## config.mk

```make
export PLATFORM = sky130hd
export DESIGN_NAME = adcct_seq
export DESIGN_NICKNAME = d
export VERILOG_FILES = /design/src/rtl/adcct_pkg.sv /design/src/rtl/adcct_seq.sv
export SDC_FILE = /design/constraint.sdc
export NUM_CORES = 1
export LEC_CHECK = 0
export BUFFER_PORTS_ARGS = -buffer_cell sky130_fd_sc_hd__buf_2
export CORE_UTILIZATION = 67
export DETAILED_ROUTE_END_ITERATION = 8
export MAX_ROUTING_LAYER = met4
export PLACE_DENSITY = 0.88
export RECOVER_POWER = 100
export SLEW_MARGIN = 20
export SYNTH_ARGS = -nofsm -noshare
export SYNTH_HDL_FRONTEND = slang
export SYNTH_SLANG_ARGS = --single-unit
```

## constraint.sdc

```tcl
create_clock -name SYS_CLK_IN -period 61.7 [get_ports SYS_CLK_IN]
set_input_delay 9.255 -clock SYS_CLK_IN [delete_from_list [all_inputs] [get_ports SYS_CLK_IN]]
set_output_delay 9.255 -clock SYS_CLK_IN [all_outputs]
set_load 0.005 [all_outputs]
```

## src/rtl/adcct_pkg.sv

```systemverilog
// package with timing tables and control layout for the conversion sequencer
package adcct_pkg;
  // control register layout: upper nibble selects timing, bit 3 powers off
  localparam int CTRL_WIDTH     = 8;
  localparam int CTS_POS        = 6;
  localparam int STS_POS        = 4;
  localparam int PWR_OFF_POS    = 3;
  localparam logic [7:0] CTRL_RESET = 8'h00;
  localparam int RESULT_WIDTH   = 10;
  localparam logic [9:0] RESULT_RESET = 10'h000;
  localparam logic [9:0] RESULT_MSB   = 10'h200;
  // cycle counter width: largest phase is 1600 half periods = 800 cycles
  localparam int CNT_WIDTH      = 11;
  // phase lengths in half cpu periods, index {cts, sts}
  localparam int SAMPLE_HALF [16] = '{
    120, 140, 200, 400,  120, 140, 200, 400,
    480, 560, 800, 1600, 240, 280, 400, 800};
  localparam int COMPARE_HALF [16] = '{
    240, 280, 280, 280,  240, 280, 280, 280,
    960, 1120, 1120, 1120, 480, 560, 560, 560};
  localparam int EXTRA_HALF [16] = '{
    28, 16, 52, 44,  28, 16, 52, 44,
    100, 52, 196, 164, 52, 28, 100, 52};
  // two half periods make one clock cycle
  localparam int HALF_PER_CYCLE = 2;
  typedef enum logic [1:0] {
    ADCCT_IDLE, ADCCT_SAMPLE, ADCCT_COMPARE, ADCCT_EXTRA} adcct_state_t;
endpackage

```

## src/rtl/adcct_seq.sv

```systemverilog
// conversion phase sequencer of the successive approximation converter
// Operation
// - sample first, then ten comparison steps
// - phase lengths counted from cpu clock
// - upper control nibble selects phase timing
// - durations in half cpu period units
// - conversion select 00 timing table
// - conversion select 11 timing table
// - conversion select 10 timing table
// - total time sums sample, compare, extra
// - unsigned 10-bit code 000 to 3ff
// - power-off bit disables analog circuitry
`timescale 1ns/1ps
module adcct_seq (
  // clock and reset
  input  wire logic       SYS_CLK_IN,
  input  wire logic       RST_IN,
  // control register value and start request
  input  wire logic [7:0] CTRL_IN,
  input  wire logic       START_IN,
  // comparator answer: high when sampled input is at or above the dac level
  input  wire logic       CMP_HIGH_IN,
  // analog front end control
  output logic            SAMPLE_OUT,
  output logic            ANALOG_ON_OUT,
  output logic [9:0]      DAC_CODE_OUT,
  // status and result
  output logic            BUSY_OUT,
  output logic            DONE_OUT,
  output logic [9:0]      RESULT_OUT
);
  // phase state and the down counter of the running phase
  adcct_pkg::adcct_state_t state;
  adcct_pkg::adcct_state_t next_state;
  logic [10:0]             cnt;
  logic [10:0]             next_cnt;

  // successive approximation trial code and the bit under test
  logic [9:0]              trial;
  logic [9:0]              next_trial;
  logic [9:0]              bitsel;
  logic [9:0]              next_bitsel;

  // result register and its completion pulse
  logic [9:0]              result;
  logic [9:0]              next_result;
  logic                    done;
  logic                    next_done;

  // decoded control fields
  logic [1:0]              cts;
  logic [1:0]              sts;
  logic [3:0]              sel;
  logic                    pwr_off;
  logic                    reserved_sel;
  logic                    start_ok;

  // phase lengths in whole clock cycles
  logic [10:0]             samp_len;
  logic [10:0]             comp_len;
  logic [10:0]             extra_len;
  logic [10:0]             step_len;

  // phase progress decodes
  logic                    last_cnt;
  logic                    in_sample;
  logic                    in_compare;
  logic                    in_extra;
  logic                    step_tick;

  // ------------------------------------------------------------------
  // control decode
  // ------------------------------------------------------------------
  assign cts          = CTRL_IN[adcct_pkg::CTS_POS +: 2];
  assign sts          = CTRL_IN[adcct_pkg::STS_POS +: 2];
  assign sel          = {cts, sts};
  assign pwr_off      = CTRL_IN[adcct_pkg::PWR_OFF_POS];

  // reserved select 01 is refused so that no undefined timing runs
  assign reserved_sel = (cts == 2'b01);

  assign start_ok     = START_IN
                        && !pwr_off
                        && !reserved_sel;

  // ------------------------------------------------------------------
  // phase lengths
  // ------------------------------------------------------------------
  // table values are half cpu periods; two of them make one cycle, and
  // every table entry is even, so no rounding is lost here
  always_comb begin
    samp_len  = 11'(adcct_pkg::SAMPLE_HALF[sel]
                    / adcct_pkg::HALF_PER_CYCLE);
    comp_len  = 11'(adcct_pkg::COMPARE_HALF[sel]
                    / adcct_pkg::HALF_PER_CYCLE);
    extra_len = 11'(adcct_pkg::EXTRA_HALF[sel]
                    / adcct_pkg::HALF_PER_CYCLE);
    // comparison phase split evenly over ten steps
    step_len  = 11'(comp_len / 11'd10);
  end

  // ------------------------------------------------------------------
  // phase progress
  // ------------------------------------------------------------------
  assign last_cnt   = (cnt == 11'd0);
  assign in_sample  = (state == adcct_pkg::ADCCT_SAMPLE);
  assign in_compare = (state == adcct_pkg::ADCCT_COMPARE);
  assign in_extra   = (state == adcct_pkg::ADCCT_EXTRA);

  // a bit is decided at the end of each step, the lsb at the phase end;
  // the counter runs down, so step ends fall on multiples of step_len
  assign step_tick  = in_compare
                      && (bitsel != 10'h000)
                      && ((cnt % step_len) == 11'd0);

  // ------------------------------------------------------------------
  // phase state and counter
  // ------------------------------------------------------------------
  always_comb begin
    next_state = state;
    next_cnt   = cnt;
    case (state)
      adcct_pkg::ADCCT_IDLE: begin
        if (start_ok) begin
          next_state = adcct_pkg::ADCCT_SAMPLE;
          next_cnt   = samp_len - 11'd1;
        end
      end
      adcct_pkg::ADCCT_SAMPLE: begin
        if (last_cnt) begin
          next_state = adcct_pkg::ADCCT_COMPARE;
          next_cnt   = comp_len - 11'd1;
        end else begin
          next_cnt = cnt - 11'd1;
        end
      end
      adcct_pkg::ADCCT_COMPARE: begin
        if (last_cnt) begin
          next_state = adcct_pkg::ADCCT_EXTRA;
          next_cnt   = extra_len - 11'd1;
        end else begin
          next_cnt = cnt - 11'd1;
        end
      end
      adcct_pkg::ADCCT_EXTRA: begin
        if (last_cnt) begin
          next_state = adcct_pkg::ADCCT_IDLE;
        end else begin
          next_cnt = cnt - 11'd1;
        end
      end
      default: begin
        next_state = adcct_pkg::ADCCT_IDLE;
        next_cnt   = '0;
      end
    endcase
    // power-off aborts any conversion in progress
    if (pwr_off) begin
      next_state = adcct_pkg::ADCCT_IDLE;
      next_cnt   = '0;
    end
  end

  always_ff @(posedge SYS_CLK_IN) begin
    if (RST_IN) begin
      state <= adcct_pkg::ADCCT_IDLE;
      cnt   <= '0;
    end else begin
      state <= next_state;
      cnt   <= next_cnt;
    end
  end

  // ------------------------------------------------------------------
  // successive approximation
  // ------------------------------------------------------------------
  // the trial code drives the dac; the comparator answer for the bit
  // under test decides whether it stays, and the next bit is tried
  always_comb begin
    next_trial  = trial;
    next_bitsel = bitsel;
    case (state)
      adcct_pkg::ADCCT_SAMPLE: begin
        if (last_cnt) begin
          next_bitsel = adcct_pkg::RESULT_MSB;
          next_trial  = adcct_pkg::RESULT_MSB;
        end
      end
      adcct_pkg::ADCCT_COMPARE: begin
        if (step_tick) begin
          next_bitsel = bitsel >> 1;
          if (CMP_HIGH_IN) begin
            next_trial = trial | (bitsel >> 1);
          end else begin
            next_trial = (trial & ~bitsel) | (bitsel >> 1);
          end
        end
      end
      default: begin
        next_trial  = trial;
        next_bitsel = bitsel;
      end
    endcase
  end

  always_ff @(posedge SYS_CLK_IN) begin
    if (RST_IN) begin
      trial  <= adcct_pkg::RESULT_RESET;
      bitsel <= '0;
    end else begin
      trial  <= next_trial;
      bitsel <= next_bitsel;
    end
  end

  // ------------------------------------------------------------------
  // result register
  // ------------------------------------------------------------------
  // the transfer waits for the end of the extra phase; an abort by
  // power-off leaves the previous result in place
  always_comb begin
    next_result = result;
    next_done   = 1'b0;
    if (in_extra && last_cnt && !pwr_off) begin
      next_result = trial;
      next_done   = 1'b1;
    end
  end

  always_ff @(posedge SYS_CLK_IN) begin
    if (RST_IN) begin
      result <= adcct_pkg::RESULT_RESET;
      done   <= 1'b0;
    end else begin
      result <= next_result;
      done   <= next_done;
    end
  end

  // ------------------------------------------------------------------
  // outputs
  // ------------------------------------------------------------------

  assign SAMPLE_OUT    = in_sample;
  assign ANALOG_ON_OUT = !pwr_off;
  assign DAC_CODE_OUT  = trial;
  assign BUSY_OUT      = (state != adcct_pkg::ADCCT_IDLE);
  assign DONE_OUT      = done;
  assign RESULT_OUT    = result;
endmodule

```

Yosys cells after proc, flatten, opt, wreduce, memory -nomap -nowiden
Memory sizes are Yosys's and may differ from the RTL's. Cells that the tools add are included.

ROM bits: 1536. Bits in registers: 44. Memories kept: 3. Output and inout bits: 24. Word-level logic and storage cells: 78. Input bits: 12.

Memories: (name not given) (words 16, width 32, read ports 1, clocked after memory_dff 0, write ports 0, RTL line adcct_seq.sv:96) `extra_len = 11'(adcct_pkg::EXTRA_HALF[sel]`; (name not given) (words 16, width 32, read ports 1, clocked after memory_dff 0, write ports 0, RTL line adcct_seq.sv:94) `comp_len = 11'(adcct_pkg::COMPARE_HALF[sel]`; (name not given) (words 16, width 32, read ports 1, clocked after memory_dff 0, write ports 0, RTL line adcct_seq.sv:92) `samp_len = 11'(adcct_pkg::SAMPLE_HALF[sel]`.

Reductions and logical operators: 18. Equal/unequal tests: 10. Bitwise operators: 8. Add/sub/neg operators: 7. Order comparisons: 1. Divide/modulo/power cells: 2. Mux-type cells: 23.

Operators with widths (number): $mux W32 (6); $mux W11 (4); $pmux W11 S4 (1); $sub A11 B1 Y11 const B (4); $mux W10 (4); $pmux W10 S2 (2); $add A11 B1 Y11 (3); $logic_not A11 Y1 (2); $or A10 B9 Y10 (2); $div A11 B4 Y11 const B (1); $mod A11 B11 Y11 (1); $and A10 B10 Y10 (1); $not A10 Y10 (1); $reduce_bool A10 Y1 (1); $mux W2 (4); $ne A2 B2 Y1 const B (4); $pmux W2 S4 (1); $logic_and A1 B1 Y1 (6); $ge A5 B5 Y1 const B (1); $not A4 Y5 (1); $eq A2 B1 Y1 const B (2); $eq A2 B2 Y1 const B (2); $ne A2 B1 Y1 const B (2); $reduce_and A4 Y1 (1); other kinds (8) (12).

Depth between registers and ports, before layout
Word-level depth: 12. Mapped depth: 92.

Worst setup path after synthesis
Ideal clock, no wire load.

Kind: input-to-reg. From: input port CTRL_IN[4]. To: register trial[8], in the netlist DAC_CODE_OUT[8]. Setup slack: 34.827 ns. Library setup time: 0.075 ns. Cell stages on the path: 85. Data arrival time: 26.798 ns. Required time: 61.625 ns. Buffers on the path: 6. Path through: inv_1 > ha_1 > buf_2 > buf_1 > nand2_1 > o21ai_0 > nand2_1 > ha_1 > a21oi_1 > a21oi_1 > o21ai_0 > o221ai_1 > o311ai_0 > inv_1 > ha_1 > or4b_1 > nand2_1 > a21oi_2 > [49 not listed] > nor3_1 > nand2_1 > nand2_1 > a21boi_0 > ha_1 > a21oi_1 > o21ai_0 > and2_1 > o21ai_0 > nand2_1 > xor2_1 > or4_1 > nor3_1 > o21ai_2 > a2111o_1 > buf_4 > buf_6 > o22ai_1.

Word-level cells in the longest chain between the ends: 12.

Ends and longest elaborated chain: from (decl) (RTL line adcct_seq.sv:19) `input wire logic [7:0] CTRL_IN,`; $not A4 Y5 (not written as such) * (RTL line adcct_seq.sv:94); $mem_v2 Z16 W32 *; $mux W32 (not written as such) * (2 in series) (RTL line adcct_seq.sv:94); $and A1 B1 Y1 (no source line); $add A11 B1 Y11 (no source line) *; $div A11 B4 Y11 * (RTL line adcct_seq.sv:99) `step_len = 11'(comp_len / 11'd10);`; $mod A11 B11 Y11 * (RTL line adcct_seq.sv:114) `&& ((cnt % step_len) == 11'd0);`; $logic_not A11 Y1 * (RTL line adcct_seq.sv:114); $logic_and A1 B1 Y1 * (RTL line adcct_seq.sv:114); $ne A2 B1 Y1 (no source line) *; $reduce_and A3 Y1 (no source line) *; to (signal assigned) (RTL line adcct_seq.sv:208) `trial <= adcct_pkg::RESULT_RESET;`; to (signal assigned) (RTL line adcct_seq.sv:211) `trial <= next_trial;`; to (decl) (RTL line adcct_seq.sv:39) `logic [9:0] trial;`.

Mark *: on every way between the ends. The rest lies on a longest branch, timed or not. The select of a mux whose other input is x is not followed. A chain may end at the register's enable or synchronous reset.

Final worst setup path
From: input port CTRL_IN[5]. To: register bitsel[5].

Word-level cells in the longest chain between the ends: 12.

Ends and longest elaborated chain: $not A4 Y5 (not written as such) * (RTL line adcct_seq.sv:94); $mem_v2 Z16 W32 *; $mux W32 (not written as such) * (2 in series) (RTL line adcct_seq.sv:94); $and A1 B1 Y1 (no source line); $add A11 B1 Y11 (no source line) *; $div A11 B4 Y11 * (RTL line adcct_seq.sv:99); $mod A11 B11 Y11 * (RTL line adcct_seq.sv:114); $logic_not A11 Y1 * (RTL line adcct_seq.sv:114); $logic_and A1 B1 Y1 * (RTL line adcct_seq.sv:114); $ne A2 B1 Y1 (no source line) *; $reduce_and A3 Y1 (no source line) *; to (signal assigned) (RTL line adcct_seq.sv:212) `bitsel <= next_bitsel;`; to (decl) (RTL line adcct_seq.sv:41) `logic [9:0] bitsel;`.

Marked as above.

==> flow_summary.yaml <==
finish:
  drive_gt1_share_pct: 7.26
  utilization_pct: 70.8
  stdcell_area_um2: 6520
  antenna_cells: 0
  area_growth_pct: 3.21
  nets: 951
clock_tree:
  clkLatencyLatePin_ns: 0.30
  cts_tree: "built"
  clock_sinks: 44
  clk_pin_slew_ns: 0.08
  cts_resized: 0
  hold_buffers: 0
  postCtsSetupBuffers: 0
  cts.root.buffer_cell: "clkbuf_8"
  htree_num_levels: 2
  cts_buffer_depth: 2
  cts_buffers: 5
synthesis:
  synthCells: 866
  ys.flop_type: "dfxtp_1"
  synth_seq_area_share_pct: 14.0
  synth_area_um2: 6310
  synthArstFlopShare_pct: 0
  yosysWarningCount: 0
  synth_fp_nets: 950
  synth_cell_types: 89
  synth-edff-count: 0
  syn_avg_cell_area_um2: 7.29
  ys_ff_latch: 44
worst_setup_path:
  crit_path_start_kind: "input pin"
  crit_fanout: 16
  cpMostUsedCell: "ha_1"
  crit_start: "CTRL_IN[5]"
  cp.arrival_ns: 32.95
  critPathMaxStageDelay_ns: 1.28
  cpMaxStageDelayCell: "o21ai_0"
  crit_type: "in -> reg"
  critPathRequiredTime_ns: 61.83
  rr_startpoint: "cnt[10]"
  cp-end-kind: "flip-flop"
global_route:
  grt_overflow: 0
  met2_usage_pct: 62.8
  grt_pass1_vias: 6492
  grt_max_degree: 34
  busiest_layer: "met2"
  antenna_found_initial: 0
  grt_pass1_wl_um: 28800
  met3_usage_pct: 3.55
  use_met1_pct: 42.3
  grt_usage_pct: 36.2
timing:
  fin_crit_ns: 32.82
  clock.fmax_mhz: 30.5
  period_share_pct: 53.2
  grt_setup_unrepaired: "false"
  hold_viol: 0
  slew_headroom_pct: -14.1
  tns_ns: 0
  whs_ns: 0.458
  fin_skew_ns: 0.00800
  slew_viol_final: 24
  worst_pin_slew_ns: 1.69
  finalSetupViolCount: 0
job:
  maxCapViolations: 2
hold_path:
  hp-start: "RESULT_OUT[4]"
  hp-class: "reg -> reg"
place:
  dp_hpwl_um: 13500
  post_dp_cell_area_um2: 6450
  io_buffers: 32
  gp_congestion: 0.929
route:
  drc: 0
  routedWlPerCell_um: 17.5
  detail_route.vias_per_cell: 6.85
  wl_um: 17200
  ant_nets: 0
  drt_iter0_markers: 504
  via_count: 6707
  drt_pass1_iterations: 5
status:
  violations: "max-capacitance violations, max-slew violations"
  status: "complete, but fails checks"
floorplanning:
  initial_core_util_pct: 68.6
  die-area_um2: 9810
  dieWidth_um: 99.1
  num_rows: 35
  core_um2: 9200
  die_h_um: 99.1
  io_pins: 36
[through the flow]
step	std cells	worst slack [ns]
after global placement	971	31.97
final	979	28.88
after global routing	979	27.25
after detailed placement	971	31.24
after floorplan	866	34.83
after CTS	979	31.49
[final timing paths]
check	endpoint	slack, ns	depth (start not counted)
worst max-delay path	bitsel[5]	28.88	82
worst min-delay path	RESULT_OUT[4]	0.46	2
worst max register to register	bitsel[5]	41.08	68
worst min register to register	RESULT_OUT[4]	0.46	2
[per-layer routing]
| layer | share of wire (%) | wire length [um] | up-vias |
|---|---|---|---|
| met5 | 0 | 0 | - |
| met4 | 3.2 | 550 | 0 |
| met3 | 6.2 | 1070 | 63 |
| met2 | 49 | 8350 | 302 |
| met1 | 42 | 7180 | 3139 |
| li1 | - | - | 3203 |
[cell usage after synthesis, types with 4 or more instances]
| cell type | n | area [um^2] |
|---|---|---|
| clkbuf_1 | 28 | 105 |
| o22ai_1 | 13 | 81.3 |
| nand2_1 | 88 | 330 |
| o32ai_1 | 9 | 78.8 |
| nor4_1 | 7 | 43.8 |
| and3_1 | 7 | 43.8 |
| or3_1 | 10 | 62.6 |
| nor2_1 | 82 | 308 |
| a221oi_1 | 4 | 35.0 |
| nor2b_1 | 11 | 68.8 |
| o211ai_1 | 10 | 75.1 |
| nand2b_1 | 17 | 106 |
| nand4_1 | 4 | 25.0 |
| o21ai_0 | 37 | 185 |
| and2_1 | 5 | 31.3 |
| a211oi_1 | 11 | 82.6 |
| ha_1 | 71 | 888 |
| a22oi_1 | 4 | 30.0 |
| o21a_1 | 18 | 135 |
| o221ai_1 | 4 | 35.0 |
| xor2_1 | 17 | 149 |
| buf_1 | 4 | 15.0 |
| a2111oi_0 | 9 | 78.8 |
| nand3_1 | 24 | 120 |
| inv_1 | 53 | 199 |
| or2_2 | 6 | 37.5 |
| nor3_1 | 28 | 140 |
| xnor2_1 | 26 | 228 |
| mux2i_1 | 15 | 150 |
| a21o_1 | 14 | 105 |
| or4_1 | 4 | 30.0 |
| dfxtp_1 | 44 | 881 |
| mux2_2 | 14 | 158 |
| a21oi_1 | 75 | 375 |
| a31oi_1 | 9 | 56.3 |
| buf_4 | 4 | 30.0 |
[cells in the final DEF, fill, tap and decap left out, types with 18 or more instances in the layout]
cell,instances
nor2_1,82
nand2_1,88
ha_1,71
xnor2_1,26
nand3_1,24
dfxtp_1,44
o21a_1,18
a21oi_1,76
inv_1,53
o21ai_0,39
nor3_1,28
[worst max-delay path: cells and delay by family]
kind            cells  cell delay, ns
fa+ha+maj          12            4.12
buf+inv             5            1.19
mux                 5            1.86
simple gates       22            5.92
compound gates     38           10.59
[cells by family after synthesis]
kind of cell    share of synthesized area, %
buf+inv                                 5.87
xor+xnor                                5.97
simple gates                            24.9
fa+ha+maj                               14.4
mux                                     5.59
compound gates                          29.3
flops                                   14.0
[registers in the layout, summed over array words and instances (netlist names)]
register and count:
RESULT_OUT 10, DAC_CODE_OUT 10, DONE_OUT 1, cnt 11
state 2, bitsel 10
[area by class of cell]
type,count,area (um^2)
timing repair buffer,33,144
multi-input combinational,730,5030
clock buffer,7,96.3
inverter,53,199
fill,744,2680
tap,111,139
sequential,44,881
clock inverter,1,30.0
Power is not shown: default switching activity piles up to over one toggle a cycle in this logic, so the estimate is an artifact.
